==> src/core/ppg_pkg.sv <==
// Constants for the port P / port M pin control block: register map,
// reset values, field masks and interrupt layout.
// Assumes a 32-bit APB master and byte addresses on paddr.
//
// Behaviour
// Open-drain pin drives zero, floats one
// Open-drain select ignored on input pins
// Reserved slot reads zero, ignores writes
// Data register at 0x0258, resets zero, bit6 zero
// GPIO output pin drives data bit
// Data read: stored bit or pin level
// Enabled PWM channel owns pins 4..0
// Pin 5 owned by channel or shutdown
// Pin interrupts in input or output mode
// Level readback returns buffered pin levels
// Level readback ignores writes
// Direction bit one output, zero input
// Enabled channel forces pins 4..0 output
// Shutdown forces pin 5 input
// Overrides never modify stored direction bits
// Open-drain select one, reset push-pull
package ppg_pkg;

    // ==========================================================
    // Register byte addresses
    // ==========================================================
    localparam logic [11:0] OFS_PIN_DATA = 12'h0258;    // Port P data
    localparam logic [11:0] OFS_LEVEL_READBACK = 12'h025C; // Port P input levels
    localparam logic [11:0] OFS_DIRECTION = 12'h0260;   // Port P direction
    localparam logic [11:0] OFS_OPEN_DRAIN = 12'h0264;  // Port M wired-or select
    localparam logic [11:0] OFS_RESERVED = 12'h0268;    // Unimplemented slot
    localparam logic [11:0] OFS_IRQ_STATUS = 12'h026C;  // Sticky pin events
    localparam logic [11:0] OFS_IRQ_MASK = 12'h0270;    // Interrupt mask

    // ==========================================================
    // Field layout and reset values
    // ==========================================================
    localparam logic [7:0] PORTP_IMPL_MASK = 8'hBF;     // Bit 6 not present
    localparam int PWM_SHUTDOWN_BIT = 5;                // Pin with shutdown input
    localparam logic [7:0] RST_PIN_DATA = 8'h00;
    localparam logic [7:0] RST_DIRECTION = 8'h00;
    localparam logic [7:0] RST_OPEN_DRAIN = 8'h00;      // Push-pull after reset
    localparam logic [7:0] RST_IRQ_STATUS = 8'h00;
    localparam logic [7:0] RST_IRQ_MASK = 8'h00;
    localparam logic [7:0] RESERVED_VALUE = 8'h00;
    localparam logic [31:0] BUS_ZERO = 32'h0000_0000;

endpackage

==> src/core/ppg_port.sv <==
// Port P pin control with PWM overrides, pin-event interrupt, and the
// port M wired-or output stage, behind an APB slave.
// Assumes pin inputs already synchronous to clk; port M data and
// direction come from the neighbouring port logic.
`timescale 1ns/1ps

module ppg_port #(
    parameter int PORTM_W = 6 // Width of the neighbouring wired-or port
) (
    // Clock and synchronous reset
    input wire logic clk,
    input wire logic resetn,
    // APB slave
    input wire logic psel,
    input wire logic penable,
    input wire logic pwrite,
    input wire logic [11:0] paddr,
    input wire logic [31:0] pwdata,
    output logic [31:0] prdata,
    output logic pready,
    output logic pslverr,
    // Port P pins
    input wire logic [7:0] pp_i,
    output logic [7:0] pp_o,
    output logic [7:0] pp_oe,
    // PWM unit
    input wire logic [5:0] pwm_chan_en,
    input wire logic pwm_shutdown_en,
    input wire logic [5:0] pwm_out,
    // Port M wired-or stage
    input wire logic [PORTM_W-1:0] pm_val,
    input wire logic [PORTM_W-1:0] pm_dir,
    output logic [PORTM_W-1:0] pm_o,
    output logic [PORTM_W-1:0] pm_oe,
    // Level interrupt
    output logic irq
);

    // ==========================================================
    // Elaboration check
    // ==========================================================
    // Select register is one byte wide, so the port cannot exceed 8 pins
    if (PORTM_W < 1 || PORTM_W > 8) begin : g_bad_width
        $error("PORTM_W must be between 1 and 8");
    end

    // ==========================================================
    // State
    // ==========================================================
    logic [7:0] data_r;         // Port P data bits
    logic [7:0] dir_r;          // Port P direction bits, never touched by overrides
    logic [7:0] od_r;           // Port M wired-or select
    logic [7:0] stat_r;         // Sticky pin-event flags
    logic [7:0] mask_r;         // Interrupt mask
    logic [7:0] pin_prev_r;     // Last pin level for change detection
    logic [31:0] prdata_r;      // Read data latched in setup phase
    logic rd_stat_r;            // Pending access is a status read
    logic [7:0] stat_nxt;

    // ==========================================================
    // APB decode
    // ==========================================================
    // Address compare used for both hit detect and write strobes
    function automatic logic at(input logic [11:0] a, input logic [11:0] ofs);
        at = (a == ofs);
    endfunction

    wire setup_ph = psel & ~penable;            // First cycle of a transfer
    wire access_ph = psel & penable;            // Completing cycle
    wire addr_hit = at(paddr, ppg_pkg::OFS_PIN_DATA) | at(paddr, ppg_pkg::OFS_LEVEL_READBACK)
                  | at(paddr, ppg_pkg::OFS_DIRECTION) | at(paddr, ppg_pkg::OFS_OPEN_DRAIN)
                  | at(paddr, ppg_pkg::OFS_RESERVED) | at(paddr, ppg_pkg::OFS_IRQ_STATUS)
                  | at(paddr, ppg_pkg::OFS_IRQ_MASK);
    wire wr_go = access_ph & pwrite;            // Write commits at this edge
    wire wr_data = wr_go & at(paddr, ppg_pkg::OFS_PIN_DATA);
    wire wr_dir = wr_go & at(paddr, ppg_pkg::OFS_DIRECTION);
    wire wr_od = wr_go & at(paddr, ppg_pkg::OFS_OPEN_DRAIN);
    wire wr_mask = wr_go & at(paddr, ppg_pkg::OFS_IRQ_MASK);
    wire rd_setup = setup_ph & ~pwrite;         // Read data sampled now

    // Zero wait states; unmapped addresses answer with an error
    assign pready = 1'b1;
    assign pslverr = access_ph & ~addr_hit;
    assign prdata = prdata_r;

    // ==========================================================
    // Pin direction and ownership
    // ==========================================================
    wire [7:0] pin_lvl = pp_i & ppg_pkg::PORTP_IMPL_MASK;
    // Bit 6 absent, so both masks carry zeros there
    wire [7:0] pwm_own = {2'b00, pwm_chan_en[5] | pwm_shutdown_en,
                          pwm_chan_en[4:0]};
    wire [7:0] pwm_drive = {2'b00, pwm_chan_en[5] & ~pwm_shutdown_en,
                            pwm_chan_en[4:0]};
    wire [7:0] gpio_out = dir_r & ~pwm_own & ppg_pkg::PORTP_IMPL_MASK;
    // Read mux keeps the stored direction, not the overridden one
    wire [7:0] data_view = ((dir_r & data_r) | (~dir_r & pin_lvl))
                         & ppg_pkg::PORTP_IMPL_MASK;

    // Enable: PWM driving or GPIO output; value from PWM or data bit
    assign pp_oe = pwm_drive | gpio_out;
    assign pp_o = ((pwm_own & {2'b00, pwm_out}) | (~pwm_own & data_r))
                & ppg_pkg::PORTP_IMPL_MASK;

    // ==========================================================
    // Port M wired-or stage
    // ==========================================================
    // Open drain: only a zero is driven, a one floats
    assign pm_oe = pm_dir & (~od_r[PORTM_W-1:0] | ~pm_val);
    assign pm_o = pm_val & ~od_r[PORTM_W-1:0];

    // ==========================================================
    // Pin events and interrupt
    // ==========================================================
    // Any level change counts, regardless of direction or owner
    wire [7:0] pin_evt = (pin_lvl ^ pin_prev_r);
    // Clear only bits returned by the read, so an event is never lost
    wire [7:0] stat_clr = (rd_stat_r & access_ph & ~pwrite) ? prdata_r[7:0] : 8'h00;
    assign stat_nxt = (stat_r & ~stat_clr) | pin_evt;
    assign irq = |(stat_r & mask_r);

    // ==========================================================
    // Read data selection
    // ==========================================================
    logic [7:0] rd_sel;
    always_comb begin
        // Unmapped addresses yield zero
        rd_sel = 8'h00;
        if (at(paddr, ppg_pkg::OFS_PIN_DATA)) begin
            rd_sel = data_view;
        end else if (at(paddr, ppg_pkg::OFS_LEVEL_READBACK)) begin
            rd_sel = pin_lvl;
        end else if (at(paddr, ppg_pkg::OFS_DIRECTION)) begin
            rd_sel = dir_r & ppg_pkg::PORTP_IMPL_MASK;
        end else if (at(paddr, ppg_pkg::OFS_OPEN_DRAIN)) begin
            rd_sel = od_r;
        end else if (at(paddr, ppg_pkg::OFS_RESERVED)) begin
            rd_sel = ppg_pkg::RESERVED_VALUE;
        end else if (at(paddr, ppg_pkg::OFS_IRQ_STATUS)) begin
            rd_sel = stat_r;
        end else if (at(paddr, ppg_pkg::OFS_IRQ_MASK)) begin
            rd_sel = mask_r;
        end
    end

    // ==========================================================
    // Configuration registers
    // ==========================================================
    // Level readback and reserved slot have no storage: writes vanish
    // so no write strobe is decoded for either offset
    always_ff @(posedge clk) begin
        if (!resetn) begin
            data_r <= ppg_pkg::RST_PIN_DATA;
            dir_r <= ppg_pkg::RST_DIRECTION;
            od_r <= ppg_pkg::RST_OPEN_DRAIN;
            mask_r <= ppg_pkg::RST_IRQ_MASK;
        end else begin
            if (wr_data) begin
                data_r <= pwdata[7:0] & ppg_pkg::PORTP_IMPL_MASK;
            end
            if (wr_dir) begin
                dir_r <= pwdata[7:0] & ppg_pkg::PORTP_IMPL_MASK;
            end
            if (wr_od) begin
                od_r <= pwdata[7:0];
            end
            if (wr_mask) begin
                mask_r <= pwdata[7:0];
            end
        end
    end

    // Event flags and pin history
    always_ff @(posedge clk) begin
        if (!resetn) begin
            stat_r <= ppg_pkg::RST_IRQ_STATUS;
            pin_prev_r <= 8'h00;
        end else begin
            stat_r <= stat_nxt;
            pin_prev_r <= pin_lvl;
        end
    end

    // Read data latched in setup, held through access
    always_ff @(posedge clk) begin
        if (!resetn) begin
            prdata_r <= ppg_pkg::BUS_ZERO;
            rd_stat_r <= 1'b0;
        end else if (rd_setup) begin
            prdata_r <= {24'h00_0000, rd_sel};
            rd_stat_r <= at(paddr, ppg_pkg::OFS_IRQ_STATUS);
        end
    end
endmodule // ppg_port

==> config.mk <==
export PLATFORM = sky130hd
export DESIGN_NAME = ppg_port
export DESIGN_NICKNAME = d
export VERILOG_FILES = /design/src/core/ppg_pkg.sv /design/src/core/ppg_port.sv
export SDC_FILE = /design/constraint.sdc
export NUM_CORES = 1
export LEC_CHECK = 0
export ABC_AREA = 1
export BUFFER_PORTS_ARGS = -buffer_cell sky130_fd_sc_hd__buf_2
export CAP_MARGIN = 40
export CORE_MARGIN = 3
export CORE_UTILIZATION = 40
export DETAILED_ROUTE_END_ITERATION = 10
export PLACE_DENSITY = 0.73
export REMOVE_ABC_BUFFERS = 1
export SLEW_MARGIN = 10
export SYNTH_ARGS = -nofsm -noshare
export SYNTH_HDL_FRONTEND = slang
export SYNTH_SLANG_ARGS = --single-unit
==> constraint.sdc <==
create_clock -name clk -period 1.3 [get_ports clk]
set_input_delay 0.26 -clock clk [delete_from_list [all_inputs] [get_ports clk]]
set_output_delay 0.26 -clock clk [all_outputs]
set_load 0.01 [all_outputs]
### Word-level counts from Yosys, hierarchy flattened

Index checks and enable logic that the tools add are counted.
W data, S select, Z words.

| word-level totals | value |
|---|---|
| flip-flop bits (word level) | 55 |
| input bits | 82 |
| output and inout port bits | 63 |
| word-level logic and storage cells | 68 |

| operators by class | value |
|---|---|
| eq/ne operators | 7 |
| muxes and demuxes | 8 |
| bitwise gates (word level) | 43 |
| reduce and logical (&&, ||, !) cells | 1 |

Operator list:

| cell | number |
|---|---|
| $eq A12 B10 Y1 const B | 7 |
| $mux W8 | 8 |
| $and A8 B8 Y8 | 6 |
| $and A6 B6 Y6 | 3 |
| $not A8 Y8 | 2 |
| $or A6 B8 Y8 | 2 |
| $or A8 B8 Y8 | 2 |
| $and A1 B1 Y1 | 12 |
| $not A6 Y6 | 2 |
| $not A6 Y8 | 1 |
| $reduce_or A8 Y1 | 1 |
| $xor A8 B8 Y8 | 1 |
| $or A1 B1 Y1 | 7 |
| $or A6 B6 Y6 | 1 |
| $not A1 Y1 | 4 |

### Depth between registers and ports, before layout

Gate-level depths: netlist of run 1.

| logic depth | value |
|---|---|
| depth after elaboration | 9 |
| mapped depth | 11 |
| gate-level depth less buffers | 10 |

### Worst setup path before layout of run 1

Ideal clock, no wire load.

| timing | value |
|---|---|
| path type | in2out |
| start | input port paddr[10] |
| end | output port pslverr |
| arrival | 1.166 ns |
| required time | 1.040 ns |
| setup slack | -0.126 ns |
| stages on the path | 8 |
| buffers on the path | 2 |
| path through | inv_1 nand2_1 nor2_2 buf_4 buf_2 nand4_1 o2111ai_1 nor3_1 |

| between the ends | value |
|---|---|
| word-level cells in the longest chain between the ends | 9 |
| elaborated cells on any way between the ends | 15 |
| those cells by class | eq/ne: 7; bitwise: 8 |

Ends and longest elaborated chain:

| element | RTL line | source |
|---|---|---|
| start, declared | ppg_port.sv:17 | `input wire logic [11:0] paddr,` |
| $eq A12 B10 Y1 | ppg_port.sv:65 | `at = (a == ofs);` |
| $or A1 B1 Y1 | ppg_port.sv:70 | `wire addr_hit = at(paddr, ppg_pkg::OFS_PIN_DATA) \| at(paddr, ppg_pkg::OFS_LEVEL_READBACK)` |
| $or A1 B1 Y1 (2 in a row) | ppg_port.sv:71 | `\| at(paddr, ppg_pkg::OFS_DIRECTION) \| at(paddr, ppg_pkg::OFS_OPEN_DRAIN)` |
| $or A1 B1 Y1 (2 in a row) | ppg_port.sv:72 | `\| at(paddr, ppg_pkg::OFS_RESERVED) \| at(paddr, ppg_pkg::OFS_IRQ_STATUS)` |
| $or A1 B1 Y1 * | ppg_port.sv:73 | `\| at(paddr, ppg_pkg::OFS_IRQ_MASK);` |
| $not A1 Y1 * | ppg_port.sv:83 | `assign pslverr = access_ph & ~addr_hit;` |
| $and A1 B1 Y1 * | ppg_port.sv:83 |  |
| end, declared | ppg_port.sv:21 | `output logic pslverr,` |

Every way passes the cells marked *; elsewhere a longest branch is shown, timed or not.

### Worst setup path after layout of run 1

| timing | value |
|---|---|
| start | input port paddr[1] |
| end | output port pslverr |

The elaborated chain is that of the path after synthesis.

==> impl_results.md, run 1 <==
* Final critical-path setup slack at -0.248 ns
* Hold buffers post-CTS at 0
* Port bufs at 92
* Final wirelength at 9580 µm
* DRT iter0 DRCs at 205
* Tightest Hold Check Type: in -> reg
* DRC violations left at 0
* Final ANT Viol Nets at 0
* Mean Syn Cell Area at 6.89 µm²
* H-tree Lvls at 2
* DIE HEIGHT at 93.7 µm
* Post-synth EDFFs at 0
* Unrepaired setup endpoints after global routing: true
* Design area at 4360 µm²
* Non-filler cells, final at 675
* Failing checks: setup timing
* WP data required at 1.04 ns
* Period utilization at 1.19
* FMAX at 646 MHz
* Reg clk slew, reported paths at 0.10 ns
* Sequential share of the synthesized area at 0.351
* Gr ovfl total at 0
* Synth Register Bits at 54
* Core Box Area at 7370 µm²
* Status: finished with violations
* Synth area leader: dfxtp_1
* Via Count at 3380
* Crit path from: paddr[1]
* Worst R2R Start: dir_r[7]
* Worst Setup Path Type: in -> out
* MaxCap Viol Count at 0
* Layout cells sized above 1 at 0.415
* Largest net degree at the start of global routing at 25
* Mapped Cells at 447
* Worst path max stage delay at 0.20 ns
* Aggregate global-route resource usage at 0.202
* Minimum clock period after layout at 1.55 ns
* Setup crit start kind: primary input
* CTS Buffer Depth at 2
* Nets at 657
* Ports at 145
* Vias in the first global route at 2989
* Layout area overhead at 41.5%
* Post-DP HPWL at 6390 µm
* Placed inst area at 3710 µm²
* CTS tree: built
* Routed len/inst at 14.2 µm
* Leakage at 0.00207 µW
* Most frequent cells after synthesis: nand2_1 (70), inv_1 (63), dfxtp_1 (54)
* Setup TNS at -0.523 ns
* Slowest cell on crit path: nor2_4
* Number of CTS-inserted buffers at 5
* CP dominant cell by count: buf_2
* Die X at 93.7 µm
* CTS Sinks at 54
* Final setup violation count at 11
* HP Start: pp_i[0]
* Initial antenna violation count at 0
* Detailed Routing Iterations Pass 1 at 7
* First-pass GRT wire length at 14200 µm
* Placer Congestion at 0.866
* Die area at 8780 µm²
* WHS at 0.181 ns
* Synth top area share at 0.351
* DP Cell Count at 648
* Synth cell types at 31
* Power Dens Cells at 831 nW/µm²
* Via/cell ratio at 5.01
* CP endpoint kind: output pin
* Num rows at 31
* Worst vdd ir at 512 µV
* Final core occ at 0.591
* Yosys warns at 0
* Asr flop ratio synth at 0
* Slew Viols, Final at 0
* Worst-path cell chain: buf_2 > nor2_4 > nand2_4 > nor3_4 > nand3_1 > o21ai_2 > nor3_2 > buf_2
* Clk root buf: clkbuf_8
* Synth Flop Type: dfxtp_1
* Starting density of the core at 0.418
* Skew final at 0.00750 ns
* Diode count at 0
* Endpoints failing hold at 0
* Critical path peak fanout at 5
* Worst path arrival time at 1.29 ns
* Most common cell in the synthesized netlist: nand2_1
* Ranking of synthesized cells by area: dfxtp_1 (35%), nand2_1 (8.5%), inv_1 (7.7%)
* Clock Latency Late Sink at 0.32 ns
* Synthesized area at 3080 µm²
## cells in the final DEF, fill, tap and decap left out, types with 2 or more instances in the layout
| cell | n |
|---|---|
| a211oi_2 | 7 |
| a21boi_0 | 6 |
| a21oi_1 | 43 |
| a221oi_2 | 2 |
| buf_12 | 3 |
| buf_2 | 80 |
| buf_4 | 35 |
| buf_6 | 19 |
| bufinv_16 | 2 |
| clkbuf_8 | 5 |
| conb_1 | 27 |
| dfxtp_1 | 36 |
| dfxtp_2 | 18 |
| inv_1 | 58 |
| inv_2 | 8 |
| mux2_2 | 2 |
| nand2_1 | 57 |
| nand2_2 | 13 |
| nand2_4 | 2 |
| nand3_1 | 28 |
| nand4_1 | 11 |
| nor2_1 | 32 |
| nor2_2 | 11 |
| nor2_4 | 6 |
| nor3_4 | 4 |
| o21ai_0 | 21 |
| o21ai_1 | 10 |
| o21ai_2 | 6 |
| or2_4 | 5 |
| xnor2_1 | 7 |
## cell type report
| class | instances | area [µm²] |
|---|---|---|
| fill | 663 | 3010 |
| multi-input combinational | 308 | 1770 |
| tap | 99 | 124 |
| clock buffer | 5 | 68.8 |
| clock inverter | 3 | 68.8 |
| inverter | 68 | 263 |
| timing repair buffer | 138 | 962 |
| sequential | 54 | 1100 |
## what timing repair did
item | CTS | global route
pin swaps | 9 | 13
setup buffers | 10 | 9
endpoints found under the setup margin | 9 | 31
cloned | 0 | 2
resized for setup | 43 | 73
## power by group
group	internal, µW	leakage, µW	switching (µW)
sequential	1690	0.000447	26.2
clock	772	0.0000683	578
combinational	240	0.00155	315
## path summary, 6_finish.rpt
check | to | slack (ns) | cells after the start
max reg2reg | prdata[7] | 0.13 | 5
min reg2reg | mask_r[0] | 0.47 | 2
min | pin_prev_r[0] | 0.18 | 3
max | pslverr | -0.25 | 8
## per-layer routing
layer,track usage,share of wire,vias up
met4,0.0578,0.022,0
li1,-,-,1642
met3,0.0345,0.066,23
met5,0,0,-
met2,0.359,0.51,176
met1,0.248,0.40,1539
## cells by family (layout without fill, tap and decap cells)
logic type,after synthesis,count (layout),synth area share
compound gates,97,97,0.177
xor+xnor,7,7,0.0199
buf+inv,110,214,0.175
flops,54,54,0.351
mux,3,3,0.0110
other cells,2,27,0.00244
simple gates,174,174,0.263
## worst max-delay path: cells and delay by family
kind	cells	cell delay (ns)
AOI/OAI and AO/OA	1	0.09
buffers and inverters	2	0.26
and+or+nand+nor	5	0.68
## sequential cells by signal, summed over array words and instances, names as in the netlist
name,count
mask_r,8
od_r,8
prdata,8
stat_r,8
data_r,7
dir_r,7
pin_prev_r,7
rd_stat_r,1
## per-stage QoR
| step | total power, µW | worst slack, ns |
|---|---|---|
| after detailed placement | 2210 | -0.303 |
| final | 3620 | -0.248 |
| after floorplan | 1960 | -0.677 |
| after CTS | 3590 | -0.189 |
| after global routing | 3740 | -0.288 |
| after global placement | 2200 | -0.272 |
Power figures use the tool's default switching activity.
==> inputs of run 2 (changes only) <==
--- a/config.mk
+++ b/config.mk
@@ -6,12 +6,12 @@
 export NUM_CORES = 1
 export LEC_CHECK = 0
 export ABC_AREA = 1
-export BUFFER_PORTS_ARGS = -buffer_cell sky130_fd_sc_hd__buf_2
 export CAP_MARGIN = 40
 export CORE_MARGIN = 3
-export CORE_UTILIZATION = 40
+export CORE_UTILIZATION = 57
 export DETAILED_ROUTE_END_ITERATION = 10
-export PLACE_DENSITY = 0.73
+export DONT_BUFFER_PORTS = 1
+export PLACE_DENSITY = 0.75
 export REMOVE_ABC_BUFFERS = 1
 export SLEW_MARGIN = 10
 export SYNTH_ARGS = -nofsm -noshare
==> run 2 against run 1 <==
  * The flow still finishes with violations (setup timing)
  * Design area shrank 19%
  * First-iteration DRC count shrank 2.4%
  * Die area shrank 28%
  * Critical path type unchanged
  * Largest cell class unchanged
  * Largest power group unchanged
==> impl_results.md, run 2 (same netlist as run 1, synthesis figures left out) <==
* Status: finished with violations
* Failing checks: setup timing
* Most frequent cells in the layout: nand2_1 (66), inv_1 (59), dfxtp_1 (47), a21oi_1 (42), nor2_1 (38)
* Hold Crit Endpoint: pin_prev_r[2]
* Port bufs at 0 (-100%)
* Tightest Hold Check Type: in -> reg
* Setup crit start kind: primary input
* Num rows at 26 (-16%)
* Core Box Area at 5170 µm² (-30%)
* FMAX at 730 MHz (+13%)
* Worst path arrival time at 1.11 ns (-0.18 ns)
* Leakage at 0.00151 µW (-27%)
* Detailed Routing Iterations Pass 1 at 4 (-3)
* Ports at 145 (unchanged)
* Worst Reg-to-Reg Cells at 5 (unchanged)
* Clock Latency Late Sink at 0.31 ns (about the same)
* DRC violations left at 0 (unchanged)
* H-tree Lvls at 2 (unchanged)
* Skew final at 0.00604 ns (-0.00146 ns)
* Gr ovfl total at 0 (unchanged)
* Pre-CTS setup slack at -0.166 ns (+0.137 ns)
* Area of the multi-input gates at 1650 µm² (-6.5%)
* HP Start: pp_i[2]
* Placer Congestion at 0.954 (+10%)
* M3 GR Usage at 0.0576 (+0.0231)
* Reg clk slew, reported paths at 0.10 ns (about the same)
* Final critical-path setup slack at -0.0690 ns (+0.179 ns)
* Worst vdd ir at 579 µV (+13%)
* Period utilization at 1.05 (-0.138)
* Setup TNS at -0.136 ns (+0.387 ns)
* MaxCap Viol Count at 0 (unchanged)
* Nets at 556 (-15%)
* Met2 global-route usage at 0.412 (+0.0526)
* Hold buffers post-CTS at 0 (unchanged)
* Vias in the first global route at 2576 (-14%)
* Hold path cells at 2 (-1)
* DIE HEIGHT at 79.5 µm (-15%)
* CTS Sinks at 54 (unchanged)
* CTS Buffer Depth at 2 (unchanged)
* Via/cell ratio at 5.32 (+6.2%)
* Number of CTS-inserted buffers at 5 (unchanged)
* CP endpoint kind: output pin
* Clk root buf: clkbuf_8
* Routed len/inst at 14.9 µm (+5.2%)
* Die area at 6320 µm² (-28%)
* Initial antenna violation count at 0 (unchanged)
* Slew Viols, Final at 0 (unchanged)
* Starting density of the core at 0.595 (+0.177)
* WHS at 0.0395 ns (-0.142 ns)
* WP data required at 1.04 ns (about the same)
* Post-DP HPWL at 5690 µm (-11%)
* Largest net degree at the start of global routing at 34 (+36%)
* Die X at 79.5 µm (-15%)
* Critical path peak fanout at 5 (unchanged)
* Layout cells sized above 1 at 0.215 (-0.200)
* Register area at 1090 µm² (-1.2%)
* FF-to-FF End: prdata[5]
* Diode count at 0 (unchanged)
* M1 GR Usage at 0.325 (+0.0768)
* Worst R2R Start: dir_r[5]
* R2R Setup Slk at 0.13 ns (about the same)
* # fillers at 422 (-36%)
* Busiest grt layer: met2
* Layout area overhead at 14.7%
* Final wirelength at 8140 µm (-15%)
* Crit path from: paddr[2]
* Final setup violation count at 2 (-9)
* DRT iter0 DRCs at 200 (-2.4%)
* Most common cell after layout, fill and taps aside: nand2_1
* Worst Setup Path Type: in -> out
* Final ANT Viol Nets at 0 (unchanged)
* Via Count at 2897 (-14%)
* Endpoints failing hold at 0 (unchanged)
* First-pass GRT wire length at 12300 µm (-13%)
* CTS tree: built
* Power Dens Cells at 860 nW/µm² (+3.4%)
* Aggregate global-route resource usage at 0.248 (+0.0463)
* Unrepaired setup endpoints after global routing: true
* Minimum clock period after layout at 1.37 ns (-0.179 ns)
-- run 2: changes by cell type in the layout (fill, tap and decap cells not counted), moves of 9 or more --
cell,change
nand2_2,-10
buf_2,-80
dfxtp_1,+11
buf_6,-17
nand2_1,+9
dfxtp_2,-11
-- run 2: worst max-delay path by stage --
stage          slack (ns)   endpoint  cells after the start
3_5_place_dp        -0.17  prdata[0]                      9
4_1_cts             -0.06        irq                      4
5_1_grt             -0.16        irq                      4
6_report            -0.07    pslverr                      7
3_3_place_gp        -0.13  prdata[7]                      9
2_1_floorplan       -0.68    od_r[0]                      8
-- run 2: repair_timing --
action | in CTS | in global routing
pin swaps | 14 | 8
hold endpoints to repair | 0 | 0
gates cloned | 0 | 1
gates resized for setup | 31 | 20
setup endpoints to repair | 2 | 23
buffers inserted | 13 | 2
-- run 2: report_power, final --
| part | internal, µW | total (µW) | leakage, µW | switching (µW) |
|---|---|---|---|---|
| registers | 1690 | 1720 | 0.000441 | 25.9 |
| logic | 124 | 335 | 0.00102 | 210 |
| clock network | 430 | 986 | 0.0000472 | 556 |
| total | 2240 | 3040 | 0.00151 | 792 |
-- run 2: routing by layer --
| metal | share of wire | vias to the layer above |
|---|---|---|
| met5 | 0 | - |
| met4 | 0.012 | 0 |
| met3 | 0.094 | 13 |
| met2 | 0.50 | 124 |
| met1 | 0.40 | 1320 |
| li1 | - | 1440 |
-- run 2: layout make-up --
type                            instances  share of cell area
Sequential cell                        54               0.309
Timing Repair Buffer                   37              0.0928
Clock inverter                          2             0.00354
Tap cell                               70              0.0248
Multi-Input combinational cell        308               0.467
Clock buffer                            6              0.0234
Inverter                               68              0.0794
-- run 2: stage by stage --
| step | utilization | instance area, µm² | instances | power [µW] |
|---|---|---|---|---|
| after CTS | 0.667 | 3450 | 544 | 3020 |
| after detailed placement | 0.615 | 3180 | 524 | 2030 |
| after global routing | 0.683 | 3530 | 545 | 3150 |
| after global placement | 0.615 | 3180 | 524 | 2020 |
| after floorplan | - | 2890 | 430 | 1960 |
| final | 0.683 | 3530 | 545 | 3040 |
-- run 2: critical path: stages --
cell and delay [ns]:
nor2_1 0.18, nand2_4 0.12, nor3_4 0.13, nand3_1 0.09, o21ai_1 0.11, nor3_2 0.07
buf_4 0.14
